==> src/rtl/port_map_pkg.sv <==
// Constants for the port to serial lane mapper.
package port_map_pkg;
  localparam int NUM_PORTS = 65;
  localparam int NUM_LANES = 33;
  localparam int PORT_W = 7;
  localparam int LANE_W = 6;
  localparam int NUM_QUAD = 12;
  localparam int NUM_OCTAL = 6;
  localparam int NUM_MULTI = 33;
  localparam logic [PORT_W-1:0] FIXED_PORT = 7'h0040;
  localparam logic [LANE_W-1:0] FIXED_LANE = 6'h00;
  localparam logic [PORT_W-1:0] NO_PORT = 7'h007F;
  localparam logic [PORT_W-1:0] CPU_PORT_A = 7'h0041;
  localparam logic [PORT_W-1:0] CPU_PORT_B = 7'h0042;
  localparam logic [PORT_W-1:0] VD_MCAST = 7'h0043;
  localparam logic [PORT_W-1:0] VD_INJECTOR = 7'h0044;
  localparam logic [PORT_W-1:0] VD_TUNNEL = 7'h0045;
  localparam int QUAD_LANE0 = 13;
  localparam int OCTAL_LANE0 = 17;
  localparam int QUAD_SIZE = 4;
  localparam int OCTAL_SIZE = 8;
  localparam int FIBER_LO = 1;
  localparam int FIBER_HI = 24;
  localparam int FAST_LANE0 = 13;
  localparam int LOW_LANE_LAST = 12;
  localparam int QUAD_DIRECT_LAST = 16;
  localparam int MID_LANE_LAST = 24;
  localparam int LAST_LANE = 32;
  localparam int LOW_PORT_SHIFT = 1;
  localparam int HIGH_PORT_SHIFT = 31;
  localparam int SLOW_PORT_LO = 16;
  localparam int SLOW_PORT_HI = 47;
  localparam int FIVE_PORT_LAST = 11;
  localparam int CAP_PORT_LO = 56;
  localparam int CAP_PORT_HI = 63;
  localparam int SRC_W = 3;
  localparam int CLASS_W = 2;
  typedef enum logic [1:0] {SPEED_2G5, SPEED_5G, SPEED_10G} speed_class_t;
  typedef enum logic [2:0] {SRC_NONE, SRC_FAST, SRC_SHADOW, SRC_QUAD, SRC_OCTAL, SRC_MULTI}
    lane_src_t;
  localparam logic [2:0] MULTI_DXG5 = 3'h1;
endpackage

==> src/rtl/port_to_serdes_mapper.sv <==
// Static mapping of logical ports and port modules onto serial lanes.
`timescale 1ns/1ns
`default_nettype none
// Functional notes
// - 65 ports, 33 lanes.
// - Port 64 fixed on lane 0.
// - Ports 0-47 can also reach lanes via extenders.
// - Thirty-two ports map one-to-one by default.
// - Ports 65-69 internal, no lane.
// - Speed class per port range.
// - Ports 56-63 limited to ten gigabits.
// - Fast ports have a shadow low-speed module.
// - Shadow select one routes shadow module.
// - Dual 5G multi-rate ignores shadow select.
// - Lane maximum speed per lane range.
// - Fiber 100M only lanes 1-24, direct port.
// - Default port to lane assignment table.
// - Ports 16-47 unconnected by default.
// - Ports 65, 66 are CPU ports.
// - Port 67 is multicast virtual device.
// - Port 68 is injector virtual device.
// - Port 69 is tunnel virtual device.
// - Extender mode removes default lane connection.
// - Priority multi-rate, then octal, then quad.
module port_to_serdes_mapper (
  input  wire logic                  sys_clk,
  input  wire logic                  rstn,
  input  wire logic [64:0]           shadow_select_field,
  input  wire logic [11:0]           quad_ena,
  input  wire logic [5:0]            octal_ena,
  input  wire logic [32:0]           multi_ena,
  input  wire logic [98:0]           multi_mode,
  input  wire logic [32:0]           fiber_100m_req,
  output logic      [230:0]          lane_port,
  output logic      [98:0]           lane_src,
  output logic      [65:0]           lane_speed_max,
  output logic      [32:0]           fiber_100m_mode,
  output logic      [64:0]           shadow_active,
  output logic      [64:0]           port_connected,
  output logic      [129:0]          port_speed_class,
  output logic      [64:0]           port_rate_cap_10g,
  output logic      [34:0]           internal_port_id
);
  //////////////////////////////////////////////////////////////////////////////
  // Lane group next values.
  logic [230:0]       next_lane_port;
  logic [98:0]        next_lane_src;
  logic [65:0]        next_lane_speed_max;
  logic [32:0]        next_fiber;
  // Port group next values.
  logic [64:0]        next_shadow;
  logic [64:0]        next_conn;
  logic [129:0]       next_speed;
  logic [64:0]        next_cap;
  // Internal port group next value.
  logic [34:0]        next_internal;
  // Each lane and port drives its own slice here, so no bit has two drivers.
  wire logic [230:0]  lane_prt_w;
  wire logic [98:0]   lane_src_w;
  wire logic [65:0]   lane_max_w;
  wire logic [32:0]   lane_fiber_w;
  wire logic [32:0]   lane_shadow_w;
  wire logic [2144:0] lane_conn_w;
  wire logic [129:0]  port_speed_w;
  wire logic [64:0]   port_cap_w;

  //////////////////////////////////////////////////////////////////////////////
  // Direct port of a lane; the map is fixed, so every call folds to a constant.
  function automatic logic [6:0] direct_port(input int lane);
    logic [6:0] p;
    p = port_map_pkg::NO_PORT;
    if (lane == int'(port_map_pkg::FIXED_LANE)) begin
      p = port_map_pkg::FIXED_PORT;
    end else if (lane <= port_map_pkg::LOW_LANE_LAST) begin
      p = 7'(lane - port_map_pkg::LOW_PORT_SHIFT);
    end else if (lane <= port_map_pkg::QUAD_DIRECT_LAST) begin
      p = 7'(lane - port_map_pkg::LOW_PORT_SHIFT);
    end else if (lane <= port_map_pkg::MID_LANE_LAST) begin
      p = 7'(lane + port_map_pkg::HIGH_PORT_SHIFT);
    end else if (lane <= port_map_pkg::LAST_LANE) begin
      p = 7'(lane + port_map_pkg::HIGH_PORT_SHIFT);
    end
    return p;
  endfunction

  // First port of the quad extender on a lane, zero where the lane has none.
  function automatic int quad_base(input int lane);
    int b;
    b = 0;
    if (lane >= port_map_pkg::QUAD_LANE0 &&
        lane < port_map_pkg::QUAD_LANE0 + port_map_pkg::NUM_QUAD) begin
      b = (lane - port_map_pkg::QUAD_LANE0) * port_map_pkg::QUAD_SIZE;
    end
    return b;
  endfunction

  // First port of the octal extender on a lane, zero where the lane has none.
  function automatic int octal_base(input int lane);
    int b;
    b = 0;
    if (lane >= port_map_pkg::OCTAL_LANE0 &&
        lane < port_map_pkg::OCTAL_LANE0 + port_map_pkg::NUM_OCTAL) begin
      b = (lane - port_map_pkg::OCTAL_LANE0) * port_map_pkg::OCTAL_SIZE;
    end
    return b;
  endfunction

  // Top speed of a lane, fixed by its macro flavour.
  function automatic port_map_pkg::speed_class_t lane_class(input int lane);
    port_map_pkg::speed_class_t c;
    c = port_map_pkg::SPEED_10G;
    if (lane < port_map_pkg::FAST_LANE0) begin
      c = port_map_pkg::SPEED_5G;
    end
    return c;
  endfunction

  // Speed class of a port, fixed by the module family behind it.
  function automatic port_map_pkg::speed_class_t port_class(input int port);
    port_map_pkg::speed_class_t c;
    c = port_map_pkg::SPEED_10G;
    if (port >= port_map_pkg::SLOW_PORT_LO && port <= port_map_pkg::SLOW_PORT_HI) begin
      c = port_map_pkg::SPEED_2G5;
    end else if (port <= port_map_pkg::FIVE_PORT_LAST) begin
      c = port_map_pkg::SPEED_5G;
    end else if (port == int'(port_map_pkg::FIXED_PORT)) begin
      c = port_map_pkg::SPEED_5G;
    end
    return c;
  endfunction

  //////////////////////////////////////////////////////////////////////////////
  // one slice per lane
  for (genvar gl = 0; gl < port_map_pkg::NUM_LANES; gl++) begin : g_lane
    localparam logic [6:0] DP = direct_port(gl);
    localparam int         QB = quad_base(gl);
    localparam int         OB = octal_base(gl);
    logic                  quad_hit;
    logic                  octal_hit;
    logic                  multi_hit;
    logic [2:0]            src;
    logic [6:0]            prt;
    logic [64:0]           conn;
    logic                  shadow_on;
    logic                  fiber_ok;

    if (gl >= port_map_pkg::QUAD_LANE0 &&
        gl < port_map_pkg::QUAD_LANE0 + port_map_pkg::NUM_QUAD) begin : g_quad
      assign quad_hit = quad_ena[gl - port_map_pkg::QUAD_LANE0];
    end else begin : g_no_quad
      assign quad_hit = 1'b0;
    end
    if (gl >= port_map_pkg::OCTAL_LANE0 &&
        gl < port_map_pkg::OCTAL_LANE0 + port_map_pkg::NUM_OCTAL) begin : g_octal
      assign octal_hit = octal_ena[gl - port_map_pkg::OCTAL_LANE0];
    end else begin : g_no_octal
      assign octal_hit = 1'b0;
    end
    // Lane zero is immune to every extender.
    if (gl == int'(port_map_pkg::FIXED_LANE)) begin : g_no_multi
      assign multi_hit = 1'b0;
    end else begin : g_multi
      assign multi_hit = multi_ena[gl];
    end

    always_comb begin
      prt = DP;
      if (shadow_select_field[DP]) begin
        src = port_map_pkg::SRC_SHADOW;
      end else begin
        src = port_map_pkg::SRC_FAST;
      end
      conn = '0;
      // extenders replace direct; later test wins
      if (quad_hit) begin
        src = port_map_pkg::SRC_QUAD;
        prt = 7'(QB);
      end
      if (octal_hit) begin
        src = port_map_pkg::SRC_OCTAL;
        prt = 7'(OB);
      end
      // multi-rate keeps the direct port and bypasses the shadow
      if (multi_hit) begin
        src = port_map_pkg::SRC_MULTI;
        prt = DP;
      end
      // ports 16-47 linked only through extenders
      if (src == port_map_pkg::SRC_QUAD) begin
        conn[QB +: port_map_pkg::QUAD_SIZE] = '1;
      end else if (src == port_map_pkg::SRC_OCTAL) begin
        conn[OB +: port_map_pkg::OCTAL_SIZE] = '1;
      end else begin
        conn[DP] = 1'b1;
      end
    end

    assign shadow_on = (src == port_map_pkg::SRC_SHADOW);
    if (gl >= port_map_pkg::FIBER_LO && gl <= port_map_pkg::FIBER_HI) begin : g_fiber
      assign fiber_ok = fiber_100m_req[gl] &&
        (src == port_map_pkg::SRC_FAST || src == port_map_pkg::SRC_SHADOW);
    end else begin : g_no_fiber
      assign fiber_ok = 1'b0;
    end

    assign lane_prt_w[port_map_pkg::PORT_W*gl +: port_map_pkg::PORT_W] = prt;
    assign lane_src_w[port_map_pkg::SRC_W*gl +: port_map_pkg::SRC_W] = src;
    assign lane_max_w[port_map_pkg::CLASS_W*gl +: port_map_pkg::CLASS_W] = lane_class(gl);
    assign lane_fiber_w[gl] = fiber_ok;
    assign lane_shadow_w[gl] = shadow_on;
    assign lane_conn_w[port_map_pkg::NUM_PORTS*gl +: port_map_pkg::NUM_PORTS] = conn;
  end

  //////////////////////////////////////////////////////////////////////////////
  // speed class and rate cap per port
  for (genvar gp = 0; gp < port_map_pkg::NUM_PORTS; gp++) begin : g_port
    assign port_speed_w[port_map_pkg::CLASS_W*gp +: port_map_pkg::CLASS_W] = port_class(gp);
    assign port_cap_w[gp] = (gp >= port_map_pkg::CAP_PORT_LO &&
                             gp <= port_map_pkg::CAP_PORT_HI);
  end

  //////////////////////////////////////////////////////////////////////////////
  // Lane group.
  always_comb begin
    next_lane_port = lane_prt_w;
    next_lane_src = lane_src_w;
    next_lane_speed_max = lane_max_w;
    next_fiber = lane_fiber_w;
  end

  // Port group. An extender lane and a direct lane may both claim one port;
  // the OR keeps that port shown as connected either way.
  always_comb begin
    next_shadow = '0;
    next_conn = '0;
    for (int l = 0; l < port_map_pkg::NUM_LANES; l++) begin
      next_shadow[direct_port(l)] = next_shadow[direct_port(l)] | lane_shadow_w[l];
      next_conn = next_conn | lane_conn_w[port_map_pkg::NUM_PORTS*l +: port_map_pkg::NUM_PORTS];
    end
    next_speed = port_speed_w;
    next_cap = port_cap_w;
  end

  // Internal port group.
  always_comb begin
    next_internal = {port_map_pkg::VD_TUNNEL, port_map_pkg::VD_INJECTOR,
                     port_map_pkg::VD_MCAST, port_map_pkg::CPU_PORT_B,
                     port_map_pkg::CPU_PORT_A};
  end

  //////////////////////////////////////////////////////////////////////////////
  // reset clears map
  always_ff @(posedge sys_clk or negedge rstn) begin
    if (!rstn) begin
      lane_port <= '0;
      lane_src <= '0;
      lane_speed_max <= '0;
      fiber_100m_mode <= '0;
    end else begin
      lane_port <= next_lane_port;
      lane_src <= next_lane_src;
      lane_speed_max <= next_lane_speed_max;
      fiber_100m_mode <= next_fiber;
    end
  end

  always_ff @(posedge sys_clk or negedge rstn) begin
    if (!rstn) begin
      shadow_active <= '0;
      port_connected <= '0;
      port_speed_class <= '0;
      port_rate_cap_10g <= '0;
    end else begin
      shadow_active <= next_shadow;
      port_connected <= next_conn;
      port_speed_class <= next_speed;
      port_rate_cap_10g <= next_cap;
    end
  end

  always_ff @(posedge sys_clk or negedge rstn) begin
    if (!rstn) begin
      internal_port_id <= '0;
    end else begin
      internal_port_id <= next_internal;
    end
  end
endmodule
`default_nettype wire

==> config.mk <==
export PLATFORM = sky130hd
export DESIGN_NAME = port_to_serdes_mapper
export DESIGN_NICKNAME = d
export VERILOG_FILES = /design/src/rtl/port_map_pkg.sv /design/src/rtl/port_to_serdes_mapper.sv
export SDC_FILE = /design/constraint.sdc
export NUM_CORES = 1
export LEC_CHECK = 0
export BUFFER_PORTS_ARGS = -buffer_cell sky130_fd_sc_hd__buf_4
export CORE_AREA = 2 2 403 405
export DETAILED_ROUTE_END_ITERATION = 10
export DIE_AREA = 0 0 405 407
export PLACE_DENSITY = 0.3
export SKIP_CTS_REPAIR_TIMING = 1
export SYNTH_ARGS = -nofsm -noshare
export SYNTH_HDL_FRONTEND = slang
export SYNTH_SLANG_ARGS = --single-unit
==> constraint.sdc <==
create_clock -name sys_clk -period 4.6 [get_ports sys_clk]
set_clock_uncertainty 0.1 [all_clocks]
set_input_delay 0.69 -clock sys_clk [delete_from_list [all_inputs] [get_ports sys_clk]]
set_output_delay 0.69 -clock sys_clk [all_outputs]
set_load 0.005 [all_outputs]
Word-level counts from Yosys, hierarchy flattened
Index checks and enable logic that the tools add are counted.
- multiplexer cells: 267
- equality and inequality tests: 123
- bitwise operators: 32
- reduce and logical (&&, ||, !) cells: 48
- operator list (kind ; count):
    65-bit by 8-bit OR with 65-bit output ; 8
    8-bit two-way mux ; 33
    4-bit two-way mux ; 61
    3-bit by 2-bit equality test with 1-bit output, second input constant ; 66
    3-bit two-way mux ; 44
    3-bit equality test, second input constant ; 33
    2-bit two-way mux ; 49
    6-bit two-way mux ; 14
    3-bit by 1-bit equality test with 1-bit output, second input constant ; 24
    5-bit two-way mux ; 13
    65-bit by 10-bit OR with 65-bit output ; 1
    65-bit by 11-bit OR with 65-bit output ; 1
    65-bit by 12-bit OR with 65-bit output ; 1
    65-bit by 13-bit OR with 65-bit output ; 1
    65-bit by 14-bit OR with 65-bit output ; 1
    65-bit by 15-bit OR with 65-bit output ; 1
    65-bit by 16-bit OR with 65-bit output ; 1
    65-bit by 49-bit OR with 65-bit output ; 1
    65-bit by 50-bit OR with 65-bit output ; 1
    65-bit by 51-bit OR with 65-bit output ; 1
    65-bit by 52-bit OR with 65-bit output ; 1
    65-bit by 53-bit OR with 65-bit output ; 1
    65-bit by 54-bit OR with 65-bit output ; 1
    65-bit by 55-bit OR with 65-bit output ; 1
    14 further kinds ; 111
- output and inout port bits: 789
- register bits: 330
- bits of input ports: 250

Depth between registers and ports, before layout
Gate-level depths: netlist of run 1.
- word-level depth: 37
- gate-level depth with buffers: 3

Least setup slack after synthesis of run 1
OpenSTA, ideal clock, no wires.
- path type: register to output
- from: register port_connected[3] (netlist name)
- to: output internal_port_id[13]
- stages on the path, launching flop included: 2
- buffers on the path: 1
- path slack: 0.740 ns
- arrival: 3.070 ns
- cells stage by stage: dfrtp_1 -> buf_4
- RTL lines (item ; line ; source):
    to (decl) ; port_to_serdes_mapper.sv:42 ; output logic [34:0] internal_port_id

==> results of run 1 <==
[report_power, final]
group / internal, mW / total [mW] / switching (mW)
clock: 0.775 / 1.66 / 0.886
combinational: 0.319 / 0.665 / 0.346
sequential: 1.78 / 1.83 / 0.0506
total: 2.87 / 4.16 / 1.28
[sequential cells by signal, indices dropped and copies added, names as in the netlist]
register	cells
fiber_100m_mode	24
lane_port	23
lane_src	90
port_connected	36
shadow_active	20
[area by class of cell]
cell class / instances / area, sq um / share of cell area
inverters: 31 / 116 / 0.00797
diodes: 2 / 5.00 / 0.000343
flip-flops and latches: 193 / 4830 / 0.331
well taps: 2160 / 2700 / 0.185
clock inverters: 14 / 169 / 0.0116
clock buffers: 17 / 425 / 0.0291
multi-input cells: 549 / 2390 / 0.163
repair buffers: 524 / 3970 / 0.272
[stage by stage]
step / utilization / setup slack, ps / instance area (sq um) / instances / hold slack [ps]
after global placement: 0.0874 / 1980 / 14000 / 3456 / 592
after detailed placement: 0.0874 / 1980 / 14000 / 3456 / 591
after floorplan: - / 740 / 11800 / 1369 / 294
after global routing: 0.0912 / 1180 / 14600 / 3488 / 110
final: 0.0912 / 1440 / 14600 / 3490 / 174
after CTS: 0.0911 / 1300 / 14600 / 3487 / -48.1
[worst max-delay path, cell delays in order (launching register included)]
cell,delay (ps)
dfrtp_4,1020
buf_4,570
buf_4,200
[cells by family (layout without fill, tap and decap cells)]
kind of cell,after synthesis,count (layout),share of synthesized area
AND/OR/NAND/NOR,132,132,0.0722
other,2,398,0.000727
flip-flops,193,193,0.468
AO/OA/AOI/OAI,21,21,0.0150
buffers and inverters,627,586,0.444
[cells in the mapped netlist (8+ instances only)]
| library cell | number |
|---|---|
| buf_4 | 596 |
| dfrtp_1 | 193 |
| nor2_1 | 33 |
| inv_1 | 31 |
| nand2b_1 | 25 |
| nor2b_1 | 23 |
| and2_1 | 22 |
| o21bai_1 | 12 |
| nand2_1 | 8 |
[routing by layer]
metal	track usage	wire (um)	vias to the layer above
met1	0.0527	15700	2811
met4	0.0202	1320	4
met2	0.0755	19400	539
li1	-	-	2647
met5	0	27	-
met3	0.0211	4770	54
[worst max path at each step]
| stage | from | end | slack, ps | depth (start not counted) |
|---|---|---|---|---|
| after floorplan | port_connected[3] | internal_port_id[13] | 740 | 1 |
| after global placement | port_connected[3] | lane_speed_max[55] | 1980 | 2 |
| after detailed placement | port_connected[3] | lane_speed_max[61] | 1980 | 2 |
| after CTS | port_connected[3] | lane_speed_max[61] | 1300 | 2 |
| after global routing | port_connected[3] | port_speed_class[0] | 1180 | 2 |
| final | port_connected[3] | port_rate_cap_10g[58] | 1440 | 2 |
==> impl_metrics.json, run 1 <==
{
  "outcome": "finished, final reports clean",
  "gp_congestion": 0.677,
  "grt_max_degree": 99,
  "dieArea_sq_mm": 0.165,
  "cts_max_path_buffers": 2,
  "slew_viol_final": 0,
  "async_reset_ff_frac": 1.00,
  "floorplan.initialDensity": 0.0645,
  "grt_pass1_wl_mm": 49.4,
  "postSynthAreaPerCell_sq_um": 10.6,
  "slew-limit-headroom": 0.410,
  "timing.fmax_mhz": 316,
  "rows": 147,
  "drc": 0,
  "setup_tns_ps": 0,
  "overflow": 0,
  "cts.sinks": 193,
  "hold-path-cell-count": 1,
  "p_per_area_mw_per_mm2": 285,
  "whs_endpoint": "lane_src[1]",
  "core_sq_mm": 0.160,
  "cp.required_ps": 3810,
  "synth-seq-cells": 193,
  "worst_slew_pin_slew_ps": 885,
  "syn_area_sq_mm": 0.0103,
  "die_y_um": 407,
  "finalPower_mw": 4.16,
  "cts_root_buffer": "clkbuf_16",
  "setup_viol": 0,
  "nFillCells": 18600,
  "synthFlopType": "dfrtp_1",
  "layout-drive-gt1-share": 0.426,
  "min_from": "shadow_select_field[64]",
  "synth-edff-count": 0,
  "pin_count": 1039,
  "rsz0062_at_grt": "false",
  "path_clk_slew_ps": 110,
  "synth_top_area_frac": 0.468,
  "critPathCaptureType": "output pin",
  "peakVddDrop_uv": 315,
  "start_kind": "flop",
  "fin_crit_sh": 0.688,
  "antenna_found_initial": 21,
  "critical_path_class": "flop to output pin",
  "holdCritPathClass": "input pin to flop",
  "nNetsFinal": 1566,
  "cp_data_arrival_time_ps": 2370,
  "wire_per_inst_um": 11.8,
  "drt_iter0_drc": 184,
  "layout_commonest_cell": "buf_4",
  "die_x_um": 405,
  "cts_max_level": 4,
  "p_leak_nw": 6.97,
  "path_max_fanout": 98,
  "port_buffers": 519,
  "grtUsageTotal": 0.0466,
  "cap_violations": 0,
  "final_antenna_net_count": 0,
  "ys_types": 23,
  "final_cell_mix": "buf_4, conb_1, dfrtp_1",
  "cts_tree": "built",
  "yosys-top-cells-area": "dfrtp_1, buf_4, nand2b_1",
  "vias": 6055,
  "vias_per_cell": 1.73,
  "syn_inst": 975,
  "syn_to_final_growth_pct": 41.4,
  "synth_largest_area_cell": "dfrtp_1",
  "ys_seq_area_frac": 0.468,
  "yosysWarnings": 0,
  "dr.pass1.iters": 4,
  "dp_hpwl_mm": 34.9,
  "wirelength_mm": 41.3,
  "hold_violations": 0,
  "fin_crit_ps": 3160,
  "grt_pass1_vias": 5201,
  "cts-buffers-inserted": 17
}
Power figures use the tool's default switching activity.
==> run 2, diff against run 1 <==
==> constraint.sdc (replaced) <==
create_clock -name sys_clk -period 3 [get_ports sys_clk]
set_clock_uncertainty 0.1 [all_clocks]
set_input_delay 0.45 -clock sys_clk [delete_from_list [all_inputs] [get_ports sys_clk]]
set_output_delay 0.45 -clock sys_clk [all_outputs]
set_load 0.005 [all_outputs]
==> run 2 against run 1 <==
Against the previous run: sequential share of layout area decreased by 1.6 points; sequential power rose by 53%; cell area is 5.0% higher; critical endpoint is now lane_speed_max[24].
==> impl_metrics.json, run 2 (synthesis results as in run 1) <==
{
  "grtUsageMet2": 0.0766,
  "fin_crit_ps": 2300,
  "layout-drive-gt1-share": 0.408,
  "slew_viol_final": 0,
  "wirelength_mm": 43.0,
  "cap_violations": 0,
  "pin_count": 1039,
  "critical_path_class": "flop to output pin",
  "core_sq_mm": 0.160,
  "setup_viol": 0,
  "start_kind": "flop",
  "min_from": "multi_ena[21]",
  "overflow": 0,
  "cts_tree": "built",
  "wire_per_inst_um": 12.1,
  "antenna_found_initial": 16,
  "layout_commonest_cell": "buf_4",
  "drc": 0,
  "grt_pass1_vias": 5299,
  "grtUsageMet1": 0.0562,
  "cts_max_level": 4,
  "timing.fmax_mhz": 436,
  "final_antenna_net_count": 0,
  "met3_usage": 0.0205,
  "busiest_layer": "met2",
  "die_y_um": 407,
  "die_x_um": 405,
  "dp_hpwl_mm": 36.2,
  "path_clk_slew_ps": 130,
  "largest_register": "lane_src",
  "port_buffers": 519,
  "fin_crit_sh": 0.765,
  "gp_congestion": 0.721,
  "cp_data_arrival_time_ps": 1750,
  "final_area_sq_mm": 0.0153,
  "worst_slack_ps": 705,
  "outcome": "finished, final reports clean",
  "post-place-ws_ps": 1300,
  "slew-limit-headroom": 0.542,
  "cts-buffers-inserted": 17,
  "drt_iter0_drc": 245,
  "p_leak_nw": 7.27,
  "dieArea_sq_mm": 0.165,
  "p_per_area_mw_per_mm2": 426,
  "grtUsageTotal": 0.0484,
  "fin_util": 0.0957,
  "worst_slew_pin_slew_ps": 685,
  "holdCritPathClass": "input pin to flop",
  "syn_to_final_growth_pct": 48.4,
  "path_max_fanout": 159,
  "vias": 6346,
  "vias_per_cell": 1.78,
  "setup_tns_ps": 0,
  "nNetsFinal": 1636,
  "startpoint": "port_connected[3]",
  "rsz0062_at_grt": "false",
  "cp.required_ps": 2450,
  "hold_violations": 0,
  "top_regs": "lane_src: 90 flops, port_connected: 36 flops, fiber_100m_mode: 24 flops",
  "largest_register_ffs": 90,
  "floorplan.initialDensity": 0.0645,
  "cts.sinks": 193,
  "rows": 147,
  "cts_root_buffer": "clkbuf_16",
  "dr.pass1.iters": 4,
  "dpl_cell_area_sq_mm": 0.0140,
  "peakVddDrop_uv": 483,
  "grt_pass1_wl_mm": 50.8,
  "final_cell_mix": "buf_4, conb_1, dfrtp_1",
  "cts_max_path_buffers": 2,
  "critPathCaptureType": "output pin",
  "grt_max_degree": 160
}
[run 2: critical path: stages (launching register included)]
cell and delay, ps:
dfrtp_4 440, buf_12 380, buf_4 220
[run 2: per-stage QoR]
| stage | hold WS [ps] | std cells | power, mW |
|---|---|---|---|
| 2_1_floorplan | 54.4 | 1369 | 3.67 |
| 3_3_place_gp | 342 | 3461 | 3.94 |
| 3_5_place_dp | 344 | 3461 | 3.93 |
| 4_1_cts | -333 | 3493 | 6.72 |
| 5_1_grt | 0.662 | 3560 | 6.95 |
| 6_report | 38.3 | 3564 | 6.52 |
[run 2: path summary, 6_finish.rpt]
check                                 endpoint  slack [ps]  depth (start not counted)
worst max-delay path        lane_speed_max[24]         700                          2
worst min-delay path        port_connected[34]          40                          2
max in group asynchronous         lane_src[74]        1740                          3
min in group asynchronous  fiber_100m_mode[17]         320                          2
[run 2: per-layer routing]
| layer | share of wire | vias up | wire length (um) |
|---|---|---|---|
| li1 | - | 2803 | - |
| met1 | 0.40 | 2977 | 17100 |
| met2 | 0.48 | 514 | 20700 |
| met3 | 0.10 | 46 | 4330 |
| met4 | 0.020 | 6 | 875 |
| met5 | 0.00095 | - | 41 |
[run 2: where the power goes]
part / switching, mW / leakage (nW) / internal (mW) / total (mW)
clock: 1.46 / 0.294 / 1.14 / 2.60
sequential: 0.0670 / 2.28 / 2.73 / 2.80
combinational: 0.581 / 4.70 / 0.549 / 1.13
[run 2: layout make-up]
cell class | count | area [sq um]
fill | 18500 | 145000
sequential | 193 | 4830
timing repair buffer | 594 | 4670
tap | 2160 | 2700
multi-input combinational | 549 | 2390
clock buffer | 18 | 429
clock inverter | 14 | 180
inverter | 31 | 116
antenna | 5 | 12.5
